[config.mk]
export PLATFORM = sky130hd
export DESIGN_NAME = sld_encoder
export DESIGN_NICKNAME = d
export VERILOG_FILES = /design/src/design/sld_pkg.sv /design/src/design/sld_encoder.sv
export SDC_FILE = /design/constraint.sdc
export NUM_CORES = 1
export LEC_CHECK = 0
export ABC_AREA = 1
export BUFFER_PORTS_ARGS = -buffer_cell sky130_fd_sc_hd__buf_2
export CAP_MARGIN = 20
export CORE_MARGIN = 8
export CORE_UTILIZATION = 45
export CTS_BUF_LIST = sky130_fd_sc_hd__clkbuf_4 sky130_fd_sc_hd__clkbuf_8
export DETAILED_ROUTE_END_ITERATION = 10
export MAX_ROUTING_LAYER = met4
export SLEW_MARGIN = 20
export SYNTH_ARGS = -nofsm -noshare
export SYNTH_HDL_FRONTEND = slang
export SYNTH_SLANG_ARGS = --single-unit
[constraint.sdc]
create_clock -name ref_clk -period 2.75 [get_ports ref_clk]
set_clock_uncertainty 0.15 [all_clocks]
set_input_delay 0.1375 -clock ref_clk [delete_from_list [all_inputs] [get_ports ref_clk]]
set_output_delay 0.1375 -clock ref_clk [all_outputs]
set_load 0.03 [all_outputs]
[src/design/sld_pkg.sv]
// Constants, colour codes and carrier types for the front-panel status encoder.
// Assumes one 200 MHz system clock and a simple strobe-based register port.
// Function
// - Backup running: stop LED and startup/power-fail LED show yellow.
// - Backup finished: run LED shows green.
// - Upgrade copy finished cleanly: ready LED steady green for at least ten seconds.
// - Upgrade copy running: ready LED steady yellow, never alternating.
// - After reset completes, stop LED flashes yellow at 2 Hz during power-up.
// - Upgrade complete: system-fault LED off, then automatic boot request, in run mode only.
// - Module held in reset by button or fan: display shows 8; heat enters fault hold and shows F.
// - Controller powered up: display shows 6.
// - Decimal point flashes while drive-unit communication runs.
// - Fault hold: all LEDs flicker red, display shows F.
// - Unhandled fault such as overtemperature enters fault hold, processor halted.
// - Permanent reset: ready LED alternates red/yellow at 2 Hz, display shows 8.
// - Permanent reset: processor held in reset, hardware in low-power condition.
// - Fault hold and permanent reset latch until power is cycled.
// - Port link LED steady green while a partner is physically connected.
// - Port activity LED flashes yellow while data moves on that port.
// - Network fault LED off while operating without error.
// - Network fault LED steady on for a bus fault.
// - Network fault LED flashes 2 Hz on device failure or configuration error; there is no configuration-error input here, only device_fail flashes it.
// - Sync LED off until locked, and whenever isochronous operation is unconfigured.
// - Configured but unlocked: generate a local substitute cycle clock.
// - Locked: sync LED steady if drives synchronized, else flashes at 2 Hz.
package sld_pkg;

  // Timing in milliseconds, and the clock rate that turns it into cycles.
  localparam int unsigned CLK_KHZ = 200000;
  localparam int unsigned BLINK_HALF_MS = 250;
  localparam int unsigned FLICKER_HALF_MS = 25;
  localparam int unsigned COPY_HOLD_MS = 10000;
  localparam int unsigned SUBST_CYCLE_MS = 1;
  localparam int unsigned BLINK_HALF_CYC = BLINK_HALF_MS * CLK_KHZ;
  localparam int unsigned FLICKER_HALF_CYC = FLICKER_HALF_MS * CLK_KHZ;
  localparam int unsigned COPY_HOLD_CYC = COPY_HOLD_MS * CLK_KHZ;
  localparam int unsigned SUBST_CYCLE_CYC = SUBST_CYCLE_MS * CLK_KHZ;
  localparam int unsigned NUM_PORTS = 2;

  // Register byte addresses.
  localparam logic [3:0] ADDR_CTRL = 4'h0;
  localparam logic [3:0] ADDR_CMD = 4'h4;
  localparam logic [3:0] ADDR_STAT = 4'h8;

  // Command bit positions in the command register.
  localparam int CMD_COPY_OK = 0;
  localparam int CMD_UPG_DONE = 1;
  localparam int CMD_FAULT = 2;
  localparam int CMD_PERM = 3;

  // LED colour codes.
  typedef logic [1:0] sld_colour_t;
  localparam sld_colour_t COL_OFF = 2'h0;
  localparam sld_colour_t COL_GREEN = 2'h1;
  localparam sld_colour_t COL_YELLOW = 2'h2;
  localparam sld_colour_t COL_RED = 2'h3;

  // Seven-segment patterns, bit order g..a.
  localparam logic [6:0] SEG_BLANK = 7'h00;
  localparam logic [6:0] SEG_EIGHT = 7'h7f;
  localparam logic [6:0] SEG_SIX = 7'h7d;
  localparam logic [6:0] SEG_F = 7'h71;

  // Software control bits.
  typedef struct packed {
    logic iso_cfg;
    logic drv_comm;
    logic powered;
    logic upg_busy;
    logic copy_busy;
    logic backup_done;
    logic backup_run;
  } sld_ctrl_t;
  localparam sld_ctrl_t CTRL_RESET = '0;

  // The five front-panel LEDs.
  typedef struct packed {
    sld_colour_t rdy;
    sld_colour_t run;
    sld_colour_t stop;
    sld_colour_t startup_power_fail_led;
    sld_colour_t system_fault_led;
  } sld_panel_t;

  typedef struct packed {
    logic dp;
    logic [6:0] seg;
  } sld_seg_t;

  typedef enum logic [1:0] {MODE_POWERUP, MODE_RUN, MODE_FAULT, MODE_PERM} sld_mode_t;

endpackage

[src/design/sld_encoder.sv]
// Front-panel status encoder: LEDs, seven-segment display and network LEDs.
// Assumes asynchronous pins are synchronised here and software uses the strobe port.
`timescale 1ns/1ps
module sld_encoder #(
  parameter int unsigned NPORTS = sld_pkg::NUM_PORTS,
  parameter int unsigned BLINK_HALF = sld_pkg::BLINK_HALF_CYC,
  parameter int unsigned FLICKER_HALF = sld_pkg::FLICKER_HALF_CYC,
  parameter int unsigned COPY_HOLD = sld_pkg::COPY_HOLD_CYC,
  parameter int unsigned SUBST_CYCLE = sld_pkg::SUBST_CYCLE_CYC
) (
  input wire logic ref_clk,
  input wire logic rst_n,
  input wire logic [3:0] addr,
  input wire logic [31:0] wdata,
  input wire logic wr_stb,
  input wire logic rd_stb,
  output logic [31:0] rdata,
  input wire logic reset_button,
  input wire logic fan_fault,
  input wire logic overtemp,
  input wire logic bus_fault,
  input wire logic device_fail,
  input wire logic cycle_locked,
  input wire logic drives_synced,
  input wire logic ext_cycle,
  input wire logic [NPORTS-1:0] port_link,
  input wire logic [NPORTS-1:0] port_busy,
  output sld_pkg::sld_panel_t panel,
  output sld_pkg::sld_seg_t display,
  output logic [NPORTS-1:0] link_led,
  output logic [NPORTS-1:0] port_activity_led,
  output logic net_fault_led,
  output logic sync_led,
  output logic cycle_tick,
  output logic cpu_halt,
  output logic cpu_reset,
  output logic low_power,
  output logic boot_req
);
  import sld_pkg::*;

  localparam int SW = 8 + 2 * NPORTS;

  logic [SW-1:0] sync1_reg;
  logic [SW-1:0] sync2_reg;
  logic cyc_d_reg;
  logic [31:0] slow_cnt_reg;
  logic [31:0] fast_cnt_reg;
  logic [31:0] copy_cnt_reg;
  logic [31:0] subst_cnt_reg;
  logic slow_ph_reg;
  logic fast_ph_reg;
  logic upg_fin_reg;
  sld_ctrl_t ctrl_reg;
  sld_mode_t mode_reg;
  sld_panel_t panel_reg;
  sld_panel_t panel_next;
  sld_seg_t display_reg;
  sld_seg_t display_next;
  logic [31:0] rdata_reg;
  logic [NPORTS-1:0] link_reg;
  logic [NPORTS-1:0] act_reg;
  logic net_fault_reg;
  logic sync_reg;
  logic tick_reg;
  logic halt_reg;
  logic cpu_rst_reg;
  logic low_pwr_reg;
  logic boot_reg;
  logic boot_arm_reg;

  // Synchronised views; only the second stage is ever read.
  logic rst_btn_s, fan_s, hot_s, bus_flt_s, dev_fail_s, locked_s, drv_sync_s, cyc_s;
  logic [NPORTS-1:0] link_s;
  logic [NPORTS-1:0] busy_s;
  logic cmd_wr;
  logic hold_s;
  logic copy_ok_wr;
  sld_ctrl_t ctrl_wdata;

  assign {rst_btn_s, fan_s, hot_s, bus_flt_s, dev_fail_s, locked_s, drv_sync_s, cyc_s,
          link_s, busy_s} = sync2_reg;
  assign cmd_wr = wr_stb && (addr == ADDR_CMD);
  assign hold_s = rst_btn_s || fan_s || hot_s;
  assign copy_ok_wr = cmd_wr && wdata[CMD_COPY_OK];
  assign ctrl_wdata = sld_ctrl_t'(wdata[$bits(sld_ctrl_t)-1:0]);

  // Map a colour to the flashing colour or off, used by several LEDs.
  function automatic sld_colour_t flash(input sld_colour_t c, input logic ph);
    flash = ph ? c : COL_OFF;
  endfunction

  // Two-stage synchroniser for every pin that arrives from outside.
  always_ff @(posedge ref_clk or negedge rst_n) begin
    if (!rst_n) begin
      sync1_reg <= '0;
      sync2_reg <= '0;
    end else begin
      sync1_reg <= {reset_button, fan_fault, overtemp, bus_fault, device_fail, cycle_locked,
                    drives_synced, ext_cycle, port_link, port_busy};
      sync2_reg <= sync1_reg;
    end
  end

  // Shared blink and flicker phases keep every LED of one pattern in step.
  always_ff @(posedge ref_clk or negedge rst_n) begin
    if (!rst_n) begin
      slow_cnt_reg <= '0;
      slow_ph_reg <= 1'b0;
    end else if (slow_cnt_reg == 32'(BLINK_HALF - 1)) begin
      slow_cnt_reg <= '0;
      slow_ph_reg <= !slow_ph_reg;
    end else begin
      slow_cnt_reg <= slow_cnt_reg + 32'h1;
    end
  end

  always_ff @(posedge ref_clk or negedge rst_n) begin
    if (!rst_n) begin
      fast_cnt_reg <= '0;
      fast_ph_reg <= 1'b0;
    end else if (fast_cnt_reg == 32'(FLICKER_HALF - 1)) begin
      fast_cnt_reg <= '0;
      fast_ph_reg <= !fast_ph_reg;
    end else begin
      fast_cnt_reg <= fast_cnt_reg + 32'h1;
    end
  end

  // Software control register.
  always_ff @(posedge ref_clk or negedge rst_n) begin
    if (!rst_n) begin
      ctrl_reg <= CTRL_RESET;
    end else if (wr_stb && addr == ADDR_CTRL) begin
      ctrl_reg <= ctrl_wdata;
    end
  end

  // Operating mode. Fault hold and permanent reset have no exit but power removal,
  // so a misbehaving program cannot bring a halted processor back by itself.
  always_ff @(posedge ref_clk or negedge rst_n) begin
    if (!rst_n) begin
      mode_reg <= MODE_POWERUP;
    end else begin
      case (mode_reg)
        MODE_POWERUP, MODE_RUN: begin
          if (cmd_wr && wdata[CMD_PERM]) begin
            mode_reg <= MODE_PERM;
          end else if (hot_s || (cmd_wr && wdata[CMD_FAULT])) begin
            mode_reg <= MODE_FAULT;
          end else if (ctrl_reg.powered) begin
            mode_reg <= MODE_RUN;
          end
        end
        MODE_FAULT: mode_reg <= MODE_FAULT;
        MODE_PERM: mode_reg <= MODE_PERM;
        default: mode_reg <= MODE_FAULT;
      endcase
    end
  end

  // Ten-second hold of the clean-copy indication, restarted by each report.
  always_ff @(posedge ref_clk or negedge rst_n) begin
    if (!rst_n) begin
      copy_cnt_reg <= '0;
    end else if (copy_ok_wr) begin
      copy_cnt_reg <= 32'(COPY_HOLD);
    end else if (copy_cnt_reg != 32'h0) begin
      copy_cnt_reg <= copy_cnt_reg - 32'h1;
    end
  end

  // Upgrade finish: the fault LED goes dark, a one-cycle boot request follows in run mode only.
  // The request is armed one cycle so that it never leaves ahead of the dark LED.
  // A new upgrade start in the same cycle as the finish report loses to the report.
  always_ff @(posedge ref_clk or negedge rst_n) begin
    if (!rst_n) begin
      upg_fin_reg <= 1'b0;
      boot_reg <= 1'b0;
      boot_arm_reg <= 1'b0;
    end else begin
      boot_reg <= boot_arm_reg && (mode_reg == MODE_RUN);
      boot_arm_reg <= 1'b0;
      if (cmd_wr && wdata[CMD_UPG_DONE]) begin
        upg_fin_reg <= 1'b1;
        boot_arm_reg <= 1'b1;
      end else if (wr_stb && addr == ADDR_CTRL && ctrl_wdata.upg_busy) begin
        upg_fin_reg <= 1'b0;
      end
    end
  end

  // Panel LED decode with latched states first.
  always_comb begin
    panel_next = '0;
    display_next = '0;
    case (mode_reg)
      MODE_FAULT: begin
        panel_next.rdy = flash(COL_RED, fast_ph_reg);
        panel_next.run = flash(COL_RED, fast_ph_reg);
        panel_next.stop = flash(COL_RED, fast_ph_reg);
        panel_next.startup_power_fail_led = flash(COL_RED, fast_ph_reg);
        panel_next.system_fault_led = flash(COL_RED, fast_ph_reg);
        display_next.seg = SEG_F;
      end
      MODE_PERM: begin
        panel_next.rdy = slow_ph_reg ? COL_RED : COL_YELLOW;
        display_next.seg = SEG_EIGHT;
      end
      default: begin
        if (mode_reg == MODE_POWERUP) begin
          panel_next.stop = flash(COL_YELLOW, slow_ph_reg);
        end
        if (copy_cnt_reg != 32'h0) begin
          panel_next.rdy = COL_GREEN;
        end else if (ctrl_reg.copy_busy) begin
          panel_next.rdy = COL_YELLOW;
        end
        if (ctrl_reg.backup_run) begin
          panel_next.stop = COL_YELLOW;
          panel_next.startup_power_fail_led = COL_YELLOW;
        end
        if (ctrl_reg.backup_done) begin
          panel_next.run = COL_GREEN;
        end
        if (!upg_fin_reg && ctrl_reg.upg_busy) begin
          panel_next.system_fault_led = flash(COL_GREEN, slow_ph_reg);
        end
        if (hold_s) begin
          display_next.seg = SEG_EIGHT;
        end else if (mode_reg == MODE_RUN) begin
          display_next.seg = SEG_SIX;
        end else begin
          display_next.seg = SEG_BLANK;
        end
        display_next.dp = ctrl_reg.drv_comm && slow_ph_reg;
      end
    endcase
  end

  // Registered panel, display and processor controls.
  always_ff @(posedge ref_clk or negedge rst_n) begin
    if (!rst_n) begin
      panel_reg <= '0;
      display_reg <= '0;
      halt_reg <= 1'b0;
      cpu_rst_reg <= 1'b0;
      low_pwr_reg <= 1'b0;
    end else begin
      panel_reg <= panel_next;
      display_reg <= display_next;
      halt_reg <= (mode_reg == MODE_FAULT);
      cpu_rst_reg <= (mode_reg == MODE_PERM) || hold_s;
      low_pwr_reg <= (mode_reg == MODE_PERM);
    end
  end

  // Network interface LEDs; link and activity are per port.
  always_ff @(posedge ref_clk or negedge rst_n) begin
    if (!rst_n) begin
      link_reg <= '0;
      act_reg <= '0;
      net_fault_reg <= 1'b0;
      sync_reg <= 1'b0;
    end else begin
      link_reg <= link_s;
      act_reg <= busy_s & {NPORTS{fast_ph_reg}};
      if (bus_flt_s) begin
        net_fault_reg <= 1'b1;
      end else if (dev_fail_s) begin
        net_fault_reg <= slow_ph_reg;
      end else begin
        net_fault_reg <= 1'b0;
      end
      if (!ctrl_reg.iso_cfg || !locked_s) begin
        sync_reg <= 1'b0;
      end else begin
        sync_reg <= drv_sync_s || slow_ph_reg;
      end
    end
  end

  // Cycle clock: no tick unless isochronous operation is configured; then follow the send cycle when locked, else run a local substitute.
  always_ff @(posedge ref_clk or negedge rst_n) begin
    if (!rst_n) begin
      cyc_d_reg <= 1'b0;
      subst_cnt_reg <= '0;
      tick_reg <= 1'b0;
    end else begin
      cyc_d_reg <= cyc_s;
      if (subst_cnt_reg == 32'(SUBST_CYCLE - 1)) begin
        subst_cnt_reg <= '0;
      end else begin
        subst_cnt_reg <= subst_cnt_reg + 32'h1;
      end
      if (!ctrl_reg.iso_cfg) begin
        tick_reg <= 1'b0;
      end else if (locked_s) begin
        tick_reg <= cyc_s && !cyc_d_reg;
      end else begin
        tick_reg <= (subst_cnt_reg == 32'h0);
      end
    end
  end

  // Read port: data stands only in the cycle after the strobe.
  always_ff @(posedge ref_clk or negedge rst_n) begin
    if (!rst_n) begin
      rdata_reg <= '0;
    end else if (rd_stb) begin
      case (addr)
        ADDR_CTRL: rdata_reg <= 32'(ctrl_reg);
        ADDR_STAT: rdata_reg <= {26'h0, upg_fin_reg, (copy_cnt_reg != 32'h0), hold_s,
                                 (mode_reg == MODE_POWERUP), (mode_reg == MODE_PERM),
                                 (mode_reg == MODE_FAULT)};
        default: rdata_reg <= '0;
      endcase
    end else begin
      rdata_reg <= '0;
    end
  end

  assign rdata = rdata_reg;
  assign panel = panel_reg;
  assign display = display_reg;
  assign link_led = link_reg;
  assign port_activity_led = act_reg;
  assign net_fault_led = net_fault_reg;
  assign sync_led = sync_reg;
  assign cycle_tick = tick_reg;
  assign cpu_halt = halt_reg;
  assign cpu_reset = cpu_rst_reg;
  assign low_power = low_pwr_reg;
  assign boot_req = boot_reg;

  AST_BACKUP_YELLOW:
    assert property (@(posedge ref_clk) disable iff (!rst_n)
      (mode_reg == MODE_RUN && ctrl_reg.backup_run) |=>
      (panel_reg.stop == COL_YELLOW && panel_reg.startup_power_fail_led == COL_YELLOW))
    else $error("Backup indication missing.");

  AST_BACKUP_DONE:
    assert property (@(posedge ref_clk) disable iff (!rst_n)
      (mode_reg == MODE_RUN && ctrl_reg.backup_done) |=> panel_reg.run == COL_GREEN)
    else $error("Backup done indication missing.");

  AST_COPY_HOLD:
    assert property (@(posedge ref_clk) disable iff (!rst_n)
      copy_ok_wr |=> copy_cnt_reg == 32'(COPY_HOLD) ##1
      (copy_cnt_reg == 32'(COPY_HOLD - 1) || $past(copy_ok_wr)))
    else $error("Copy hold timer not loaded.");

  AST_FAULT_SHOW:
    assert property (@(posedge ref_clk) disable iff (!rst_n)
      mode_reg == MODE_FAULT |=> (display_reg.seg == SEG_F && halt_reg))
    else $error("Fault hold display wrong.");

  AST_LATCHED:
    assert property (@(posedge ref_clk) disable iff (!rst_n)
      (mode_reg == MODE_FAULT || mode_reg == MODE_PERM) |=> $stable(mode_reg))
    else $error("Latched state left.");

  AST_PERM:
    assert property (@(posedge ref_clk) disable iff (!rst_n)
      mode_reg == MODE_PERM |=> (cpu_rst_reg && low_pwr_reg && display_reg.seg == SEG_EIGHT))
    else $error("Permanent reset outputs wrong.");

  AST_BUS_FAULT:
    assert property (@(posedge ref_clk) disable iff (!rst_n)
      bus_flt_s [*2] |=> net_fault_reg)
    else $error("Bus fault LED not steady.");

  AST_SYNC_OFF:
    assert property (@(posedge ref_clk) disable iff (!rst_n)
      (!ctrl_reg.iso_cfg || !locked_s) |=> !sync_reg)
    else $error("Sync LED lit without lock.");

  AST_BLINK:
    assert property (@(posedge ref_clk) disable iff (!rst_n)
      slow_cnt_reg == 32'(BLINK_HALF - 1) |=> (slow_ph_reg != $past(slow_ph_reg)))
    else $error("Blink phase did not toggle.");

  AST_SUBST:
    assert property (@(posedge ref_clk) disable iff (!rst_n)
      (ctrl_reg.iso_cfg && !locked_s && subst_cnt_reg == 32'h0) |=> tick_reg)
    else $error("Substitute cycle tick missing.");

endmodule

Yosys cells after proc, flatten, opt, wreduce, memory -nomap -nowiden
Cells that the tools add are included.
{"block": "totals", "ff_bits": 227, "output_inout_bits": 61, "elab_cells": 116}
{"block": "classes", "addsub": 4, "n_eq_ne": 9, "mux": 35, "n_bitwise": 1, "reduce_logical": 31}
{"operator": "$mux 32", "count": 6}
{"operator": "$add 32x1->32 const B", "count": 3}
{"operator": "$eq 32x18->1 const B", "count": 1}
{"operator": "$eq 32x23->1 const B", "count": 1}
{"operator": "$eq 32x26->1 const B", "count": 1}
{"operator": "$logic_not 32->1", "count": 1}
{"operator": "$reduce_bool 32->1", "count": 1}
{"operator": "$sub 32x1->32 const B", "count": 1}
{"operator": "$pmux 7 s2", "count": 2}
{"operator": "$mux 2", "count": 8}
{"operator": "$pmux 8 s2", "count": 1}
{"operator": "$mux 7", "count": 2}
{"operator": "$mux 1", "count": 13}
{"operator": "$logic_and 1x1->1", "count": 11}
{"operator": "$logic_not 1->1", "count": 6}
{"operator": "$logic_or 1x1->1", "count": 6}
{"operator": "$pmux 2 s3", "count": 1}
{"operator": "$eq 2x2->1 const B", "count": 2}
{"operator": "$eq 4x3->1 const B", "count": 1}
{"operator": "$eq 4x4->1 const B", "count": 1}
{"operator": "$logic_not 4->1", "count": 1}
{"operator": "$mux 4", "count": 1}
{"operator": "$ne 4x4->1 const B", "count": 1}
{"operator": "$pmux 2 s2", "count": 1}
{"operator": "5 further kinds", "count": 7}

Logic depth before layout (Yosys ltp)
Gate-level depths: netlist of run 1.
{"block": "logic_depth", "word_depth": 7, "mapped_depth": 10}

Worst setup path before layout of run 1
Ideal clock, no wire load.
{"block": "synth_path", "kind": "reg-to-reg", "from": "reg copy_cnt_reg[0]", "to": "reg panel_reg, in the netlist panel[8]", "setup_time_ns": 0.132, "t_arrival_ns": 1.429, "required_ns": 2.468, "path_slack_ns": 1.040, "stages_incl_launch_ff": 9, "n_path_buf": 1, "period_less_slack_ns": 1.710, "cell_sequence": "dfrtp_1 -> inv_1 -> ha_1 -> nand2_2 -> nor2_4 -> nand2_4 -> nor2_4 -> buf_6 -> o211ai_1"}
{"element": "start, declared", "line_no": "sld_encoder.sv:49", "text": "logic [31:0] copy_cnt_reg;"}
{"element": "start signal, assigned", "line_no": "sld_encoder.sv:167", "text": "copy_cnt_reg <= 32'(COPY_HOLD);"}
{"element": "start signal, assigned", "line_no": "sld_encoder.sv:169", "text": "copy_cnt_reg <= copy_cnt_reg - 32'h1;"}
{"element": "end signal, assigned", "line_no": "sld_encoder.sv:250", "text": "panel_reg <= panel_next;"}
{"element": "end, declared", "line_no": "sld_encoder.sv:56", "text": "sld_panel_t panel_reg;"}

Worst setup path after layout of run 1
{"block": "layout_path", "from": "reg copy_cnt_reg[0]", "to": "reg rdata_reg[4], in the netlist rdata[4]"}
{"block": "layout_via", "elab_chain_len": 3}
{"element": "$reduce_bool 32->1", "line_no": "sld_encoder.sv:313", "text": "ADDR_STAT: rdata_reg <= {26'h0, upg_fin_reg, (copy_cnt_reg != 32'h0), hold_s,"}
{"element": "$pmux 7 s2", "line_no": "sld_encoder.sv:311", "text": "case (addr)"}
{"element": "$mux 32", "line_no": "sld_encoder.sv:310", "text": "end else if (rd_stb) begin"}
{"element": "end signal, assigned", "line_no": "sld_encoder.sv:312", "text": "ADDR_CTRL: rdata_reg <= 32'(ctrl_reg);"}
{"element": "end signal, assigned", "line_no": "sld_encoder.sv:313"}
{"element": "end, declared", "line_no": "sld_encoder.sv:60", "text": "logic [31:0] rdata_reg;"}
Every way passes these cells.
A chain may end at the register's enable or synchronous reset.

==> results by group, run 1 <==
CTS
  • Worst skew pair latency: 0.49 ns
  • Root buf cell: clkbuf_8
  • Post_cts resized: 0
  • Htree depth: 4
  • Worst-path clk slew: 0.12 ns
  • CTS sink count: 195
  • CTS Buffer Depth: 2
  • CTS tree: built
  • Cts bufs inserted: 17

Critical path
  • Crit path arrival time: 2.74 ns
  • WP data required: 2.99 ns
  • CP bufs+invs: 3
  • Critical Path End Type: flop
  • R2R Setup Slk: 0.25 ns
  • Worst reg2reg path depth: 10
  • Startpoint types: flop
  • Highest fanout seen on the critical path: 8
  • Crit-path leading delay family: buffers and inverters
  • CP max stage delay: 0.56 ns
  • RR Endpoint: rdata[4]$_DFF_PN0_
  • WP depth: 10
  • Reg-to-Reg Start: copy_cnt_reg[0]$_DFFE_PN0P_
  • Crit path kind: flop to flop
  • CP max-delay cell: dlygate4sd3_1
  • Worst path cell trace: inv_1, ha_1, nand2_2, nor2_4, nand2_4, nor2_4, inv_1, nand2_1, a21oi_1, dlygate4sd3_1

Place
  • Place WS: 0.678 ns
  • Input/output buffers: 62
  • Dpl cells: 1,642
  • Detail Placement HPWL: 19,400 µm
  • Gpl congestion: 0.904

Floorplan
  • Initial core utilization: 45.5%
  • Die Ht: 167 µm
  • Die area: 27,800 µm²
  • Core area: 22,500 µm²
  • I/O Pins: 113
  • Number of cell rows: 55
  • Die Width: 167 µm

Global route
  • Number of global-route vias before repair: 8,234
  • Met1 GRT Util: 23.8%
  • GRT Total Usage: 19.4%
  • Initial antenna violation count: 1
  • Overflow after GRT: 0
  • Met3 Use GR: 3.17%
  • First-pass GRT wire length: 42,000 µm
  • Largest net degree at the start of global routing: 68
  • Met2 usage: 31.8%
  • Most Crowded Layer GR: met2

Logic synthesis
  • Synth area leader: dfrtp_1
  • Commonest cells in the netlist: nand2_1 (294), nor2_1 (230), dfrtp_1 (195), inv_1 (195), nand3_1 (69)
  • YS warnings: 0
  • Top_reg_cell synth: dfrtp_1
  • Post-synth EDFFs: 0
  • Yosys cell types: 39
  • Synth area leaders: dfrtp_1 (48%), nand2_1 (11%), nor2_1 (8.4%)
  • Yosys reg bits: 195
  • Syn Std Cell Area: 10,200 µm²
  • Yosys top cell area share: 47.7%
  • Ys async rst share: 100%
  • Seq/Total Area, Yosys: 47.7%
  • Top-count cell post-synth: nand2_1
  • Post-synthesis cell count: 1,303
  • Avg Inst Size Synth: 7.85 µm²

Final layout
  • Post-Layout Cell Count: 1,707
  • Util after Layout: 51.3%
  • Area Growth Syn to Fin: 12.8%
  • Ant. Diodes: 0
  • Nets: 1,466
  • Layout cells sized above 1: 11.2%

Routing
  • DRT Pass-1 Iters: 5
  • Post-DRT Antenna Nets: 0
  • WL/cell: 14.7 µm
  • Total Routed Length: 25,000 µm
  • Via count: 8,235
  • Drt drc: 0
  • Vias per inst: 4.82
  • DRT iter0 DRCs: 543

Timing
  • Fmax: 400 MHz
  • Setup violations, final: 0
  • RSZ-0062 raised after global routing: no
  • Final Cycle Share: 90.9%
  • Least-Margin Pin Slew: 0.654 ns
  • PnR worst setup slack: 0.251 ns
  • Setup TNS: 0 ns
  • Slew HR: 56.0%
  • WHS: 0.0483 ns
  • Slew Limit Fails: 0
  • Final Hold Fails: 0
  • Period minus WS final: 2.50 ns

Power and ir drop
  • PwrDens: 495 nW/µm²
  • Leakage dissipation: 5.67 nW
  • Peak VDD IR: 0.366 mV

Job
  • Max Cap Viol: 0

Outcome
  • Status: completed

Min path
  • Hold WC Path Type: input port to async pin
-- kinds of logic (layout without fill, tap and decap cells) --
| logic type | after synthesis | count (layout) | share of synthesized area (%) |
|---|---|---|---|
| and+or+nand+nor | 742 | 742 | 32.4 |
| buffers and inverters | 237 | 332 | 10.1 |
| DFF | 195 | 195 | 47.7 |
| xor gates and xnor gates | 72 | 72 | 6.16 |
| AOI/OAI and AO/OA | 51 | 51 | 2.96 |
| adders and majority gates | 5 | 5 | 0.612 |
| other | 1 | 25 | 0.0367 |
-- worst max-delay path by stage --
stage	from	to	slack, ns
3_3_place_gp	copy_cnt_reg[0]$_DFFE_PN0P_	copy_cnt_reg[1]$_DFFE_PN0P_	0.71
6_report	copy_cnt_reg[0]$_DFFE_PN0P_	rdata[4]$_DFF_PN0_	0.25
4_1_cts	copy_cnt_reg[0]$_DFFE_PN0P_	rdata[4]$_DFF_PN0_	0.27
3_5_place_dp	copy_cnt_reg[0]$_DFFE_PN0P_	copy_cnt_reg[17]$_DFFE_PN0P_	0.68
5_1_grt	copy_cnt_reg[0]$_DFFE_PN0P_	rdata[4]$_DFF_PN0_	0.13
2_1_floorplan	copy_cnt_reg[0]$_DFFE_PN0P_	panel[8]$_DFF_PN0_	1.04
-- metrics by stage --
step           instance area [µm²]  total power, mW
6_report                     11500             5.71
5_1_grt                      11500             5.98
4_1_cts                      11500             5.78
3_5_place_dp                 10800             3.75
3_3_place_gp                 10800             3.74
2_1_floorplan                10300             3.57
-- layout by cell type, fill, tap and decap left out, types with 31 or more instances in the layout --
master,netlist,layout
buf_2,3,61
nor3_1,50,50
inv_1,195,195
nand2_1,294,294
dfrtp_1,195,195
xor2_1,65,65
nor2_1,230,230
nand3_1,69,69
dlygate4sd3_1,0,33
nand4_1,31,31
-- power breakdown --
| group | internal, mW | switching, mW |
|---|---|---|
| registers | 3.02 | 0.133 |
| logic | 0.215 | 0.372 |
| clock network | 0.802 | 1.17 |
| total | 4.03 | 1.68 |
-- metal layers --
| metal | vias up | part of all wire [%] |
|---|---|---|
| li1 | 4204 | - |
| met3 | 38 | 4.6 |
| met4 | 0 | 2.9 |
| met2 | 186 | 48 |
| met1 | 3807 | 45 |
| met5 | - | 0 |
-- timing repair --
action,4_1_cts,5_1_grt
endpoints found under the hold margin,147,0
hold buffers,33,0
setup buffers,0,0
-- area by class of cell --
class                      count  area (µm²)
fill                        2218       11000
sequential                   195        4880
multi-input combinational    895        4410
inverter                     199         752
timing repair buffer         101         707
tap                          285         357
clock buffer                  18         248
clock inverter                14         190
Note: power is estimated with default switching activity, not from simulation.
==> inputs of run 2 (changes only) <==
- REMOVE_ABC_BUFFERS: unset -> 1
==> run 2 against run 1 <==
Effect of this change:
- non-clock buffer count down 2
- cell count is 0.12% lower
- combinational power about the same
- largest power group unchanged
==> results by group, run 2 (synthesis results as in run 1) <==
Global route
  • GRT Total Usage: 18.7% (-0.68 points)
  • Overflow after GRT: 0 (unchanged)
  • Initial antenna violation count: 0 (-1)
  • Number of global-route vias before repair: 8,242 (+0.097%)
  • First-pass GRT wire length: 41,100 µm (-2.2%)
  • Largest net degree at the start of global routing: 89 (+31%)

Place
  • Detail Placement HPWL: 18,500 µm (-4.6%)
  • Gpl congestion: 0.941 (+4.1%)
  • Input/output buffers: 62 (unchanged)
  • Placement Cell Area: 10,800 µm² (+0.16%)

Timing
  • Fmax: 410 MHz (+2.4%)
  • Final Cycle Share: 88.7% (-2.1 points)
  • RSZ-0062 raised after global routing: no
  • WHS: 0.0931 ns (+0.0448 ns)
  • Final Hold Fails: 0 (unchanged)
  • Least-Margin Pin Slew: 0.742 ns (+0.0887 ns)
  • Period minus WS final: 2.44 ns (-0.0585 ns)
  • Setup TNS: 0 ns (unchanged)
  • Setup violations, final: 0 (unchanged)
  • Slew Limit Fails: 0 (unchanged)
  • Slew HR: 50.5% (-5.5 points)

Critical path
  • Crit path kind: flop to flop
  • WP data required: 2.97 ns (-0.02 ns)
  • CP max stage delay: 0.55 ns (about the same)
  • Crit path arrival time: 2.66 ns (-0.08 ns)
  • R2R Setup Slk: 0.31 ns (+0.06 ns)
  • Highest fanout seen on the critical path: 8 (unchanged)
  • Startpoint types: flop
  • CP max-delay cell: dlygate4sd3_1
  • Worst path cell trace: inv_1, ha_1, nand2_2, nor2_4, nand2_4, nor2_4, inv_1, nand2_1, a21oi_1, dlygate4sd3_1
  • Critical Path End Type: flop

Power and ir drop
  • Leakage dissipation: 5.67 nW (about the same)
  • Peak VDD IR: 0.319 mV (-13%)
  • PwrDens: 494 nW/µm² (-0.13%)

CTS
  • Worst skew pair latency: 0.49 ns (about the same)
  • Postcts setup bufs: 0 (unchanged)
  • CTS sink count: 195 (unchanged)
  • Root buf cell: clkbuf_8
  • CTS tree: built
  • Cts bufs inserted: 17 (unchanged)
  • Worst-path clk slew: 0.11 ns (about the same)
  • CTS Buffer Depth: 2 (unchanged)
  • Htree depth: 4 (unchanged)

Routing
  • Vias per inst: 4.80 (-0.49%)
  • Post-DRT Antenna Nets: 0 (unchanged)
  • DRT Pass-1 Iters: 6 (+1)
  • DRT iter0 DRCs: 476 (-12%)
  • WL/cell: 14.2 µm (-3.0%)
  • Via count: 8,185 (-0.61%)
  • Total Routed Length: 24,200 µm (-3.1%)
  • Drt drc: 0 (unchanged)

Floorplan
  • Number of cell rows: 55 (unchanged)
  • I/O Pins: 113 (unchanged)
  • Die Ht: 167 µm (unchanged)
  • Die Width: 167 µm (unchanged)
  • Core area: 22,500 µm² (unchanged)
  • Die area: 27,800 µm² (unchanged)
  • Initial core utilization: 45.5% (unchanged)

Final layout
  • Finished Cell Area: 11,500 µm² (-0.15%)
  • Area Growth Syn to Fin: 12.6%
  • Layout cells sized above 1: 11.1% (-0.055 points)
  • Commonest non-fill, non-tap cell in the layout: nand2_1
  • Commonest non-fill, non-tap cells in the layout: nand2_1 (294), nor2_1 (230), inv_1 (195), dfrtp_1 (195), nand3_1 (69)
  • Ant. Diodes: 0 (unchanged)
  • Nets: 1,464 (-0.14%)

Min path
  • Hold WC Path Type: input port to async pin

Outcome
  • Status: completed

Job
  • Max Cap Viol: 0 (unchanged)
-- run 2: cell types whose count changed in the layout (fill, tap and decap cells not counted), sizes merged --
cell and change:
inv +8, buf -1, clkinv -7, dlygate4sd3 -1, clkbuf -1
-- run 2: through the flow --
stage               setup WS, ns  cells  power, mW  util, %
floorplan                  0.907   1289       3.54        -
global placement           0.753   1641       3.73     47.9
detailed placement         0.753   1641       3.75     47.9
CTS                        0.316   1705       5.76     51.2
global route               0.134   1705       5.99     51.2
finish                     0.310   1705       5.69     51.2
-- run 2: area by class of cell --
cell class	instances	area (µm²)
multi-input combinational	895	4410
timing repair buffer	99	714
clock inverter	15	179
tap	285	357
clock buffer	17	234
inverter	199	752
sequential	195	4880
fill	2198	11000
-- run 2: routing by layer --
metal  share of wire, %  vias up  GRT usage (%)
met2                 45      171           29.1
li1                   -     4201              -
met4                1.9        0           5.56
met5                  0        -              -
met1                 48     3780           24.2
met3                4.7       33           4.00
-- run 2: worst max-delay path: cells and delay by family (launching register included) --
family | cells | cell delay, ns
AOI/OAI and AO/OA | 1 | 0.05
and+or+nand+nor | 5 | 0.71
DFF | 1 | 0.38
buffers and inverters | 3 | 0.76
adders and majority gates | 1 | 0.28
-- run 2: path summary, 6_finish.rpt --
kind,startpoint,end,cells after the start
worst max register to register,copy_cnt_reg[0]$_DFFE_PN0P_,rdata[4]$_DFF_PN0_,10
worst max-delay path,copy_cnt_reg[0]$_DFFE_PN0P_,rdata[4]$_DFF_PN0_,10
worst min-delay path,rst_n,subst_cnt_reg[1]$_DFF_PN0_,2
worst min register to register,sync1_reg[8]$_DFF_PN0_,sync2_reg[8]$_DFF_PN0_,0
min in group ref_clk,port_busy[1],sync1_reg[1]$_DFF_PN0_,2
max in group asynchronous,rst_n,mode_reg[1]$_DFFE_PN0P_,3
-- run 2: power by group --
part	total (mW)	internal [mW]	switching (mW)
registers	3.14	3.02	0.124
logic	0.587	0.215	0.372
clock network	1.97	0.784	1.18
-- run 2: timing repair --
action / 4_1_cts / 5_1_grt
hold buffers: 32 / 0
setup endpoints to repair: 0 / 0
resized for setup: 0 / 0
hold endpoints to repair: 116 / 0
==> inputs of run 3 (changes only) <==
- CORE_UTILIZATION: 45 -> 25
- TNS_END_PERCENT: unset -> 100
==> run 3 against run 2 <==
Effect of this change:
- via count increased by 1.4%
- core utilization decreased by 22 points
- hold slack got worse by 0.056 ns
- non-clock buffer count increased by 1
- setup slack got worse by 0.21 ns
- combinational power decreased by 1%
- die area increased by 71%
- clock power increased by 7%
- total power increased by 2.6%
- critical path depth decreased by 2
- critical endpoint is now upg_fin_reg$_DFFE_PN0P_
- highest routed layer unchanged
==> results by group, run 3 (synthesis results as in run 1) <==
Critical path
  • Worst path cell trace: dlygate4sd3_1, buf_2, nor4_4, dlygate4sd3_1, nand2_1, nor2_1, o22ai_1, dlygate4sd3_1
  • Crit path kind: input port to flop
  • Critical Path End: upg_fin_reg$_DFFE_PN0P_
  • Crit path arrival time: 2.86 ns (+0.20 ns)
  • R2R Setup Slk: 0.33 ns (+0.02 ns)
  • RR Endpoint: rdata[4]$_DFF_PN0_
  • CP Launch Point: addr[1]
  • CP bufs+invs: 4 (+1)
  • CP max-delay cell: dlygate4sd3_1
  • Crit-path leading delay family: buffers and inverters
  • WP data required: 2.96 ns (about the same)
  • Startpoint types: input port
  • CP dominant cell by count: dlygate4sd3_1
  • Highest fanout seen on the critical path: 7 (-1)
  • WP depth: 8 (-2)
  • Reg-to-Reg Start: copy_cnt_reg[0]$_DFFE_PN0P_
  • CP max stage delay: 0.73 ns (+0.18 ns)
  • Critical Path End Type: flop
  • Worst reg2reg path depth: 10 (unchanged)

Timing
  • Period minus WS final: 2.65 ns (+0.207 ns)
  • Least-Margin Pin Slew: 0.896 ns (+0.154 ns)
  • PnR worst setup slack: 0.102 ns (-0.207 ns)
  • Final Cycle Share: 96.3% (+7.5 points)
  • RSZ-0062 raised after global routing: no
  • Slew HR: 39.8% (-11 points)
  • Fmax: 378 MHz (-7.8%)
  • WHS: 0.0370 ns (-0.0562 ns)
  • Setup TNS: 0 ns (unchanged)
  • Setup violations, final: 0 (unchanged)
  • Final Hold Fails: 0 (unchanged)
  • Slew Limit Fails: 0 (unchanged)

Global route
  • First-pass GRT wire length: 41,800 µm (+1.7%)
  • GRT Total Usage: 11.3% (-7.4 points)
  • Overflow after GRT: 0 (unchanged)
  • Largest net degree at the start of global routing: 66 (-26%)
  • Initial antenna violation count: 7 (+7)
  • Number of global-route vias before repair: 8,118 (-1.5%)

Floorplan
  • Die Width: 218 µm (+31%)
  • Number of cell rows: 74 (+35%)
  • I/O Pins: 113 (unchanged)
  • Die area: 47,600 µm² (+71%)
  • Die Ht: 218 µm (+31%)
  • Core area: 40,600 µm² (+81%)
  • Initial core utilization: 25.2% (-20 points)

Routing
  • DRT iter0 DRCs: 624 (+31%)
  • Post-DRT Antenna Nets: 0 (unchanged)
  • Total Routed Length: 25,600 µm (+5.7%)
  • Vias per inst: 4.24 (-12%)
  • Drt drc: 0 (unchanged)
  • WL/cell: 13.1 µm (-7.9%)
  • Via count: 8,298 (+1.4%)
  • DRT Pass-1 Iters: 5 (-1)

Final layout
  • Commonest non-fill, non-tap cell in the layout: nand2_1
  • Nets: 1,465 (+0.068%)
  • Area Growth Syn to Fin: 16.0%
  • Finished Cell Area: 11,900 µm² (+3.0%)
  • Layout cells sized above 1: 11.4% (+0.28 points)
  • Filler instances: 4,329 (+97%)
  • Commonest non-fill, non-tap cells in the layout: nand2_1 (294), nor2_1 (230), dfrtp_1 (195)

CTS
  • Worst skew pair latency: 0.49 ns (about the same)
  • Root buf cell: clkbuf_8
  • CTS tree: built
  • CTS sink count: 195 (unchanged)
  • Worst-path clk slew: 0.10 ns (about the same)
  • Htree depth: 4 (unchanged)
  • Cts bufs inserted: 17 (unchanged)
  • CTS Buffer Depth: 2 (unchanged)

Min path
  • Hold WC Path Type: input port to flop

Power and ir drop
  • PwrDens: 492 nW/µm² (-0.39%)
  • Peak VDD IR: 0.270 mV (-15%)
  • Leakage dissipation: 5.69 nW (+0.28%)

Place
  • Place WS: 0.495 ns (-0.257 ns)
  • Detail Placement HPWL: 19,600 µm (+5.8%)
  • Gpl congestion: 0.923 (-1.9%)
  • Placement Cell Area: 11,100 µm² (+2.7%)
  • Input/output buffers: 62 (unchanged)

Job
  • Max Cap Viol: 0 (unchanged)

Outcome
  • Status: completed
## run 3: cell types whose count changed in the layout (fill, tap and decap cells not counted), moves of 2 or more
cell	change
bufinv_16	+3
dlygate4sd3_1	-3
buf_4	+5
diode_2	+5
clkbuf_8	+3
inv_8	-8
inv_6	-2
clkinv_4	+2
## run 3: worst min-delay path by stage
stage | from | end | slack, ns | depth (start not counted)
after global routing | addr[3] | rdata[5]$_DFF_PN0_ | 0.002 | 3
final | addr[3] | rdata[3]$_DFF_PN0_ | 0.04 | 3
after detailed placement | rst_n | copy_cnt_reg[7]$_DFFE_PN0P_ | 0.002 | 1
after CTS | addr[3] | rdata[5]$_DFF_PN0_ | 0.006 | 3
after global placement | rst_n | copy_cnt_reg[3]$_DFFE_PN0P_ | 0.01 | 1
after floorplan | rst_n | async pin | -0.31 | 0
## run 3: power breakdown
| group | switching, mW | total (mW) | internal (mW) |
|---|---|---|---|
| logic | 0.367 | 0.580 | 0.214 |
| registers | 0.132 | 3.15 | 3.02 |
| clock network | 1.05 | 2.11 | 1.07 |
| total | 1.55 | 5.84 | 4.30 |
## run 3: per-stage QoR
stage,power (mW),cells,utilization (%)
2_1_floorplan,3.54,1289,-
3_3_place_gp,3.73,1887,27.3
3_5_place_dp,3.75,1887,27.3
4_1_cts,5.94,1947,29.1
5_1_grt,6.13,1957,29.2
6_report,5.84,1957,29.2
## run 3: routing by layer
layer,track usage [%],share of wire (%)
met4,3.72,2.3
met5,-,0
met2,16.7,43
met1,15.0,49
met3,2.71,5.8
## run 3: layout make-up
| class | instances | area (µm²) | share of cell area [%] |
|---|---|---|---|
| clock inverter | 11 | 175 | 1.48 |
| clock buffer | 20 | 275 | 2.32 |
| timing repair buffer | 100 | 702 | 5.91 |
| sequential | 195 | 4880 | 41.1 |
| antenna | 5 | 12.5 | 0.105 |
| inverter | 199 | 752 | 6.34 |
| multi-input combinational | 895 | 4410 | 37.1 |
| tap | 532 | 666 | 5.61 |
## run 3: tightest hold or removal path, cell delays in order
cell and delay, ns:
buf_2 0.15, nand3_1 0.15, o32ai_1 0.16
## run 3: repair_timing
action,CTS,global route
endpoints found under the setup margin,0,2
hold buffers,29,0
buffers inserted,0,5
resized for setup,0,1
endpoints found under the hold margin,225,0
